<file path="src/verilog/descriptor_hid_serial_port_pkg.sv">
// ***************************************************************
// Shared constants and types
// ***************************************************************
package descriptor_hid_serial_port_pkg;

   // Command word layout
   localparam int WORD_BITS = 16;
   localparam int FUNC_SEL_BIT = 11;
   localparam int PTR_RST_BIT = 10;
   localparam int DATA_BITS = 8;

   // Descriptor image size in bytes
   localparam int DESC_BYTES = 57;

   // Serial clock figures, for reference by the bench
   localparam int CLK_PERIOD_NS = 8;
   localparam int SCLK_MIN_HIGH_NS = 50;
   localparam int SCLK_MIN_HIGH_CYC =
      (SCLK_MIN_HIGH_NS + CLK_PERIOD_NS - 1) / CLK_PERIOD_NS;

   // Reset values
   localparam logic [7:0] HID_RESET = 8'h00;
   localparam logic [15:0] WORD_RESET = 16'h0000;

   // HID state, field order matches D7 down to D0
   typedef struct packed {
      logic mute;
      logic vol_up;
      logic vol_down;
      logic next_track;
      logic prev_track;
      logic stop;
      logic play_pause;
      logic ext_cmd;
   } hid_status_t;

   // Serial port pins
   typedef struct packed {
      logic serial_select;
      logic serial_shift_clock;
      logic serial_data_in;
   } serial_pins_t;

   // Descriptor qualification pins
   typedef struct packed {
      logic power_select;
      logic host_config;
   } config_pins_t;

endpackage

</file>
<file path="src/verilog/descriptor_hid_serial_port.sv">
`timescale 1ns/100ps
`default_nettype none
module descriptor_hid_serial_port
   import descriptor_hid_serial_port_pkg::*;
#(
   parameter int NUM_BYTES = DESC_BYTES
) (
   input wire logic clk_sys_i,
   input wire logic rst_b_i,
   input wire serial_pins_t serial_i,
   input wire config_pins_t config_i,
   input wire logic [$clog2(NUM_BYTES+1)-1:0] rd_index_i,
   output hid_status_t hid_status_o,
   output logic desc_done_o,
   output logic desc_override_o,
   output logic [15:0] rd_data_o
);

   localparam int PTR_W = $clog2(NUM_BYTES + 1);
   localparam logic [PTR_W-1:0] PTR_END = PTR_W'(NUM_BYTES);
   localparam logic [4:0] BITS_FULL = 5'(WORD_BITS);

   // ************************************************************
   // Module state
   // ************************************************************
   typedef struct packed {
      logic sclk_q;
      logic sel_q;
      logic [WORD_BITS-1:0] shreg;
      logic [4:0] bits;
      logic [PTR_W-1:0] ptr;
      hid_status_t hid;
      logic [NUM_BYTES-1:0][7:0] mem;
      logic [15:0] rd_data;
      logic done;
      logic override;
   } state_t;

   state_t s;
   state_t next_s;
   serial_pins_t pins;
   config_pins_t cfg;
   logic sclk_rise;
   logic sel_rise;
   logic sel_fall;
   logic word_done;
   logic func_sel;
   logic ptr_rst;
   logic prog_en;
   logic [7:0] data_byte;

   // ************************************************************
   // Pin synchronisers
   // ************************************************************
   pin_sync #(
      .WIDTH(3),
      .RESET_VAL(3'h4)
   ) u_serial_sync (
      .clk_sys_i(clk_sys_i),
      .rst_b_i(rst_b_i),
      .async_i(serial_i),
      .sync_o(pins)
   );

   pin_sync #(
      .WIDTH(2),
      .RESET_VAL(2'h0)
   ) u_config_sync (
      .clk_sys_i(clk_sys_i),
      .rst_b_i(rst_b_i),
      .async_i(config_i),
      .sync_o(cfg)
   );

   // ************************************************************
   // Edge detection and word decode
   // ************************************************************
   // Edges of the synchronised select and clock
   assign sclk_rise = pins.serial_shift_clock & ~s.sclk_q;
   assign sel_rise = pins.serial_select & ~s.sel_q;
   assign sel_fall = ~pins.serial_select & s.sel_q;
   assign word_done = sel_rise && (s.bits == BITS_FULL);
   assign func_sel = s.shreg[FUNC_SEL_BIT];
   assign ptr_rst = s.shreg[PTR_RST_BIT];
   assign prog_en = cfg.power_select & cfg.host_config;

   // D0 sits in the word's bit 7, D7 in bit 0
   for (genvar i = 0; i < DATA_BITS; i++) begin : g_reverse
      assign data_byte[i] = s.shreg[DATA_BITS-1-i];
   end

   // ************************************************************
   // Next state
   // ************************************************************
   always_comb begin
      next_s = s;
      next_s.sclk_q = pins.serial_shift_clock;
      next_s.sel_q = pins.serial_select;
      // Frame start clears the bit count
      if (sel_fall) begin
         next_s.bits = 5'h00;
      end else if (!pins.serial_select && sclk_rise) begin
         next_s.shreg = {s.shreg[WORD_BITS-2:0], pins.serial_data_in};
         if (s.bits != 5'h1f) begin
            next_s.bits = s.bits + 5'h01;
         end
      end
      if (word_done) begin
         if (!func_sel) begin
            next_s.hid = hid_status_t'(data_byte);
            if (ptr_rst && prog_en) begin
               next_s.ptr = '0;
            end
         end else if (!ptr_rst && prog_en && s.ptr < PTR_END) begin
            next_s.mem[s.ptr] = data_byte;
            next_s.ptr = s.ptr + PTR_W'(1);
         end
      end
      next_s.done = (next_s.ptr == PTR_END);
      next_s.override = prog_en && s.done;
      // Readback widened to a 16-bit Unicode code unit
      if (rd_index_i < PTR_END) begin
         next_s.rd_data = {8'h00, s.mem[rd_index_i]};
      end else begin
         next_s.rd_data = 16'h0000;
      end
   end

   // ************************************************************
   // State register
   // ************************************************************
   always_ff @(posedge clk_sys_i or negedge rst_b_i) begin
      if (!rst_b_i) begin
         s <= '{
            sclk_q: 1'b0,
            sel_q: 1'b1,
            shreg: WORD_RESET,
            bits: 5'h00,
            ptr: PTR_END,
            hid: hid_status_t'(HID_RESET),
            mem: '0,
            rd_data: 16'h0000,
            done: 1'b1,
            override: 1'b0
         };
      end else begin
         s <= next_s;
      end
   end

   // Outputs straight from state
   assign hid_status_o = s.hid;
   assign desc_done_o = s.done;
   assign desc_override_o = s.override;
   assign rd_data_o = s.rd_data;

   // ************************************************************
   // Assertions
   // ************************************************************
   logic [7:0] rd_byte_now;
   assign rd_byte_now = (rd_index_i < PTR_END) ? s.mem[rd_index_i] : 8'h00;

   property p_hid_top;
      @(posedge clk_sys_i) disable iff (!rst_b_i)
      word_done && !func_sel |=>
         {s.hid.mute, s.hid.vol_up, s.hid.vol_down} == $past(data_byte[7:5]);
   endproperty
   a_hid_top: assert property (p_hid_top)
      else $error("mute/volume bits not taken from word");

   property p_hid_track;
      @(posedge clk_sys_i) disable iff (!rst_b_i)
      word_done && !func_sel |=>
         {s.hid.next_track, s.hid.prev_track} == $past(data_byte[4:3]);
   endproperty
   a_hid_track: assert property (p_hid_track)
      else $error("track bits not taken from word");

   property p_hid_low;
      @(posedge clk_sys_i) disable iff (!rst_b_i)
      word_done && !func_sel |=> ##1
         {hid_status_o.stop, hid_status_o.play_pause, hid_status_o.ext_cmd}
         == $past(data_byte[2:0], 2);
   endproperty
   a_hid_low: assert property (p_hid_low)
      else $error("stop/play/extended bits not taken from word");

   property p_hid_hold;
      @(posedge clk_sys_i) disable iff (!rst_b_i)
      !(word_done && !func_sel) |=> $stable(s.hid);
   endproperty
   a_hid_hold: assert property (p_hid_hold)
      else $error("HID state changed without HID word");

   property p_ptr_reset;
      @(posedge clk_sys_i) disable iff (!rst_b_i)
      word_done && !func_sel && ptr_rst && prog_en |=> s.ptr == '0;
   endproperty
   a_ptr_reset: assert property (p_ptr_reset)
      else $error("pointer reset word did not clear counter");

   property p_store;
      @(posedge clk_sys_i) disable iff (!rst_b_i)
      word_done && func_sel && !ptr_rst && prog_en && s.ptr < PTR_END
      |=> s.ptr == $past(s.ptr) + PTR_W'(1)
          && s.mem[$past(s.ptr)] == $past(data_byte);
   endproperty
   a_store: assert property (p_store)
      else $error("descriptor byte not stored or counter not advanced");

   property p_ptr_end;
      @(posedge clk_sys_i) disable iff (!rst_b_i)
      s.ptr == PTR_END && !(word_done && ptr_rst && !func_sel)
      |=> s.ptr == PTR_END && $stable(s.mem);
   endproperty
   a_ptr_end: assert property (p_ptr_end)
      else $error("write beyond final descriptor byte");

   property p_gated;
      @(posedge clk_sys_i) disable iff (!rst_b_i)
      !prog_en |=> $stable(s.ptr) && $stable(s.mem) && !desc_override_o;
   endproperty
   a_gated: assert property (p_gated)
      else $error("programming accepted while disabled");

   property p_unicode;
      @(posedge clk_sys_i) disable iff (!rst_b_i)
      1'b1 |=> rd_data_o == {8'h00, $past(rd_byte_now)};
   endproperty
   a_unicode: assert property (p_unicode)
      else $error("readback not widened from stored byte");

   property p_frame;
      @(posedge clk_sys_i) disable iff (!rst_b_i)
      sel_rise && s.bits != BITS_FULL |=> $stable(s.hid) && $stable(s.ptr);
   endproperty
   a_frame: assert property (p_frame)
      else $error("short or long frame acted upon");

   c_hid: cover property (@(posedge clk_sys_i) disable iff (!rst_b_i)
      word_done && !func_sel);
   c_reset: cover property (@(posedge clk_sys_i) disable iff (!rst_b_i)
      word_done && !func_sel && ptr_rst && prog_en);
   c_full: cover property (@(posedge clk_sys_i) disable iff (!rst_b_i)
      $rose(desc_override_o));
   c_excess: cover property (@(posedge clk_sys_i) disable iff (!rst_b_i)
      word_done && func_sel && s.ptr == PTR_END);

endmodule
`default_nettype wire

</file>
<file path="src/verilog/pin_sync.sv">
`timescale 1ns/100ps
`default_nettype none
// ***************************************************************
// Two-stage synchroniser for pins
// ***************************************************************
module pin_sync #(
   parameter int WIDTH = 1,
   parameter logic [WIDTH-1:0] RESET_VAL = '0
) (
   input wire logic clk_sys_i,
   input wire logic rst_b_i,
   input wire logic [WIDTH-1:0] async_i,
   output logic [WIDTH-1:0] sync_o
);

   logic [WIDTH-1:0] meta;

   // First stage feeds only the second
   always_ff @(posedge clk_sys_i or negedge rst_b_i) begin
      if (!rst_b_i) begin
         meta <= RESET_VAL;
         sync_o <= RESET_VAL;
      end else begin
         meta <= async_i;
         sync_o <= meta;
      end
   end

endmodule
`default_nettype wire
</file>
<file path="config.mk">
export PLATFORM = sky130hd
export DESIGN_NAME = descriptor_hid_serial_port
export DESIGN_NICKNAME = d
export VERILOG_FILES = /design/src/verilog/descriptor_hid_serial_port_pkg.sv /design/src/verilog/descriptor_hid_serial_port.sv /design/src/verilog/pin_sync.sv
export SDC_FILE = /design/constraint.sdc
export NUM_CORES = 1
export LEC_CHECK = 0
export ABC_AREA = 0
export ABC_CLOCK_PERIOD_IN_PS = 5100
export BUFFER_PORTS_ARGS = -buffer_cell sky130_fd_sc_hd__buf_2
export CAP_MARGIN = 20
export CORE_MARGIN = 8
export CORE_UTILIZATION = 50
export CTS_CLUSTER_DIAMETER = 150
export DETAILED_ROUTE_END_ITERATION = 6
export GPL_TIMING_DRIVEN = 0
export PLACE_DENSITY = 0.65
export SYNTH_ARGS = -nofsm -noshare
export SYNTH_HDL_FRONTEND = slang
export SYNTH_HIERARCHICAL = 1
export SYNTH_SLANG_ARGS = --single-unit
</file>
<file path="constraint.sdc">
create_clock -name clk_sys_i -period 5.1 [get_ports clk_sys_i]
set_input_delay 0.255 -clock clk_sys_i [delete_from_list [all_inputs] [get_ports clk_sys_i]]
set_output_delay 0.255 -clock clk_sys_i [all_outputs]
set_load 0.01 [all_outputs]
</file>
==> metrics.txt <==
# TYPE chip_impl_metric gauge
chip_impl_metric{name="worst_pin_slew",unit="ps"} 1240
chip_impl_metric{name="antenna_left",unit=""} 0
chip_impl_info{name="worst_setup_path_start_kind",value="primary input"} 1
chip_impl_metric{name="row_count",unit=""} 78
chip_impl_info{name="synth_ff_type",value="dfrtp_1"} 1
chip_impl_metric{name="grt_pass1_wl",unit="um"} 99100
chip_impl_metric{name="clk_path_buf_depth",unit=""} 3
chip_impl_metric{name="fin_crit",unit="ps"} 3990
chip_impl_metric{name="muxShareOfSynthArea",unit="%"} 35.0
chip_impl_metric{name="area_growth_syn_to_layout",unit="%"} 13.8
chip_impl_metric{name="ys.warnings.count",unit=""} 6
chip_impl_metric{name="sink_count",unit=""} 509
chip_impl_metric{name="layout.filler_cells",unit=""} 3656
chip_impl_metric{name="syn-mean-instance-area",unit="sq um"} 15.2
chip_impl_metric{name="io_buffers",unit=""} 26
chip_impl_metric{name="timing.critical_path.fanout_max",unit=""} 10
chip_impl_info{name="clk_root_buffer_cell",value="clkbuf_16"} 1
chip_impl_info{name="status",value="finished, final reports clean"} 1
chip_impl_metric{name="utilization",unit="%"} 57.8
chip_impl_metric{name="achievable-frequency",unit="GHz"} 0.250
chip_impl_metric{name="finalNetCount",unit=""} 1651
chip_impl_metric{name="post_cts.repair.setup_buffers",unit=""} 0
chip_impl_metric{name="holdWs",unit="ps"} 200
chip_impl_metric{name="post-layout-total-power",unit="uW"} 9090
chip_impl_metric{name="n_antenna_cell",unit=""} 0
chip_impl_info{name="critical_path_class",value="primary input to flip-flop"} 1
chip_impl_metric{name="ys_ff_latch",unit=""} 509
chip_impl_metric{name="first_pass_iters",unit=""} 5
chip_impl_metric{name="floorplan.core_area",unit="sq um"} 45500
chip_impl_metric{name="post_route_cells_drive_above_1_share",unit="%"} 48.1
chip_impl_info{name="unrepaired_setup_endpoints_after_global_routing",value="no"} 1
chip_impl_metric{name="hold_buffers",unit=""} 6
chip_impl_metric{name="number_of_enable_flip_flop_cells_after_synthesis",unit=""} 0
chip_impl_info{name="final_common_cell",value="dfrtp_1"} 1
chip_impl_metric{name="synth-adder-area-share",unit="%"} 0.271
chip_impl_metric{name="routed_wire_length",unit="um"} 66700
chip_impl_metric{name="timing.clock.skew",unit="ps"} 19.0
chip_impl_metric{name="grt_antenna_before_repair",unit=""} 3
chip_impl_metric{name="number_of_violations_of_the_max_capacitance_limit",unit=""} 0
chip_impl_metric{name="critical_path_required",unit="ps"} 5510
chip_impl_metric{name="ios",unit=""} 39
chip_impl_metric{name="initial_core_utilization",unit="%"} 50.8
chip_impl_metric{name="post-place-ws",unit="ps"} 429
chip_impl_metric{name="critPathArrivalTime",unit="ps"} 4400
chip_impl_info{name="critPathCaptureType",value="flip-flop"} 1
chip_impl_metric{name="number_of_cells_produced_by_synthesis",unit=""} 1523
chip_impl_metric{name="fin_crit_sh",unit="%"} 78.3
chip_impl_metric{name="setup_slack_after_layout",unit="ps"} 1110
chip_impl_metric{name="final_setup_violating_endpoints",unit=""} 0
chip_impl_metric{name="cts_repair_resize_count",unit=""} 0
chip_impl_metric{name="clkTransAtPathRegs",unit="ps"} 60
chip_impl_metric{name="gp_routability_congestion",unit=""} 0.919
chip_impl_metric{name="globalRoute.totalOverflow",unit=""} 0
chip_impl_metric{name="routedWlPerCell",unit="um"} 29.3
chip_impl_info{name="tritoncts",value="done"} 1
chip_impl_metric{name="floorplan.die.width",unit="um"} 231
chip_impl_metric{name="synthSimpleGateAreaFrac",unit="%"} 4.08
chip_impl_info{name="synth_top_family_by_area",value="multiplexers"} 1
chip_impl_metric{name="postSynth.asyncResetShare",unit="%"} 100
chip_impl_metric{name="grt_max_degree",unit=""} 113
chip_impl_metric{name="fp.dieArea",unit="sq um"} 53400
chip_impl_metric{name="synth_xor_area_share",unit="%"} 0.152
chip_impl_metric{name="seq_total_area_yosys",unit="%"} 55.2
chip_impl_metric{name="yosysUniqueCellTypes",unit=""} 65
chip_impl_metric{name="final-max-slew-violation-count",unit=""} 0
chip_impl_metric{name="dp_wirelength",unit="um"} 45800
chip_impl_metric{name="total_count_of_hold_check_failures_in_the_final_report",unit=""} 0
chip_impl_metric{name="synth_compound_gate_area_share",unit="%"} 2.59
chip_impl_metric{name="drc",unit=""} 0
chip_impl_metric{name="slew-limit-headroom",unit="%"} 17.1
chip_impl_metric{name="vdd.ir_drop.worst",unit="mV"} 0.253
chip_impl_metric{name="power.leakage",unit="uW"} 0.0125
chip_impl_metric{name="detail_route.vias_per_cell",unit=""} 6.19
chip_impl_metric{name="cts_buffers",unit=""} 54
chip_impl_metric{name="grt_pass1_vias",unit=""} 14700
chip_impl_metric{name="placed_cells",unit=""} 2168
chip_impl_info{name="worstHoldPathType",value="primary input to async pin"} 1
chip_impl_metric{name="timing.reg2reg.worst_path_depth",unit=""} 6
chip_impl_metric{name="final_cell_count_no_fill",unit=""} 2277
chip_impl_metric{name="post_synth_instance_area",unit="sq um"} 23100
chip_impl_metric{name="drt-initial-drc-count",unit=""} 1218
chip_impl_metric{name="power.density",unit="nW/um^2"} 346
chip_impl_metric{name="die_height",unit="um"} 231
chip_impl_metric{name="clock_tree.htree_level_count",unit=""} 2
chip_impl_metric{name="route.vias.total",unit=""} 14100
chip_impl_info{name="most-common-layout-cells",value="dfrtp_1 (501), mux2_2 (480), mux4_2 (105)"} 1
chip_impl_metric{name="track_usage",unit="%"} 25.2
chip_impl_metric{name="clock_latency_on_the_worst_skew_pair",unit="ps"} 600
critical path, cell delays in order:
cell and delay [ps]:
buf_2 130, buf_1 810, clkbuf_1 870, buf_1 870, mux4_2 480, a22oi_1 170, nand4_1 200, o21ai_0 340
o21ai_0 250
metal layers:
metal / vias to the layer above / global-route usage [%] / part of all wire [%]
met3: 182 / 6.65 / 8.4
met4: 2 / 12.7 / 5.0
met2: 573 / 38.2 / 46
li1: 5830 / - / -
met5: - / 0 / 0.017
met1: 7517 / 33.4 / 41
logic make-up after synthesis:
family / Yosys count
buf+inv: 140
other cells: 1
compound gates: 81
mux: 617
flops: 509
fa+ha+maj: 5
xor+xnor: 4
simple gates: 166
report_power, final:
part | switching, uW | total, uW | internal (uW)
clock network | 1630 | 4170 | 2540
registers | 54.8 | 4120 | 4070
logic | 645 | 802 | 157
total | 2330 | 9090 | 6760
path summary, 6_finish.rpt:
check	from	end	slack [ps]
worst min register to register	u_config_sync/meta[0]	u_config_sync/sync_o[0]	350
worst max-delay path	rd_index_i[1]	rd_data_o[6]	1110
max in group asynchronous	rst_b_i	async pin	3090
worst min-delay path	rst_b_i	async pin	200
min in group clk_sys_i	config_i[1]	u_config_sync/meta[1]	300
worst max register to register	u_serial_sync/sync_o[2]	flip-flop	1280
layout make-up:
cell class | instances | area, sq um | area share (%)
inverters | 7 | 26.3 | 0.0999
repair buffers | 47 | 497 | 1.89
well taps | 600 | 751 | 2.86
flip-flops and latches | 509 | 12700 | 48.5
plain buffers | 133 | 604 | 2.30
clock inverters | 19 | 250 | 0.952
multi-input cells | 881 | 9760 | 37.1
clock buffers | 81 | 1660 | 6.30
synthesized netlist by cell type, types with 3 or more instances:
library cell    n  area (sq um)
nor2_4          5          56.3
a211oi_1        4          30.0
nor2_1         18          67.6
a211o_1         3          26.3
dfrtp_1       501         12500
inv_1           3          11.3
nor2_2         31           194
mux2i_1        31           310
and4_1          3          26.3
buf_1          24          90.1
o22ai_1         7          43.8
dfstp_2         8           210
nor3_1          9          45.0
buf_4          24           180
a22oi_1        16           120
nand4_2         4          50.1
o211ai_1        6          45.0
mux2_2        480          5410
a21oi_1        10          50.1
clkinv_1        3          11.3
nand2_1        50           188
a221oi_1        5          43.8
o21ai_0        11          55.1
a22o_1          4          35.0
and3_1          5          31.3
nand3_1        11          55.1
clkbuf_1       74           278
mux4_2        105          2360
ha_1            5          62.6
nor2b_1         4          25.0
nand2b_1        3          18.8
nand4_1         5          31.3
buf_2          10          50.1
through the flow:
stage | area [sq um] | setup TNS [ps]
6_report | 26300 | 0
4_1_cts | 26200 | 0
3_3_place_gp | 24000 | -3217260
5_1_grt | 26300 | 0
2_1_floorplan | 23100 | 0
3_5_place_dp | 24300 | 0
(Power assumes the default switching activity.)
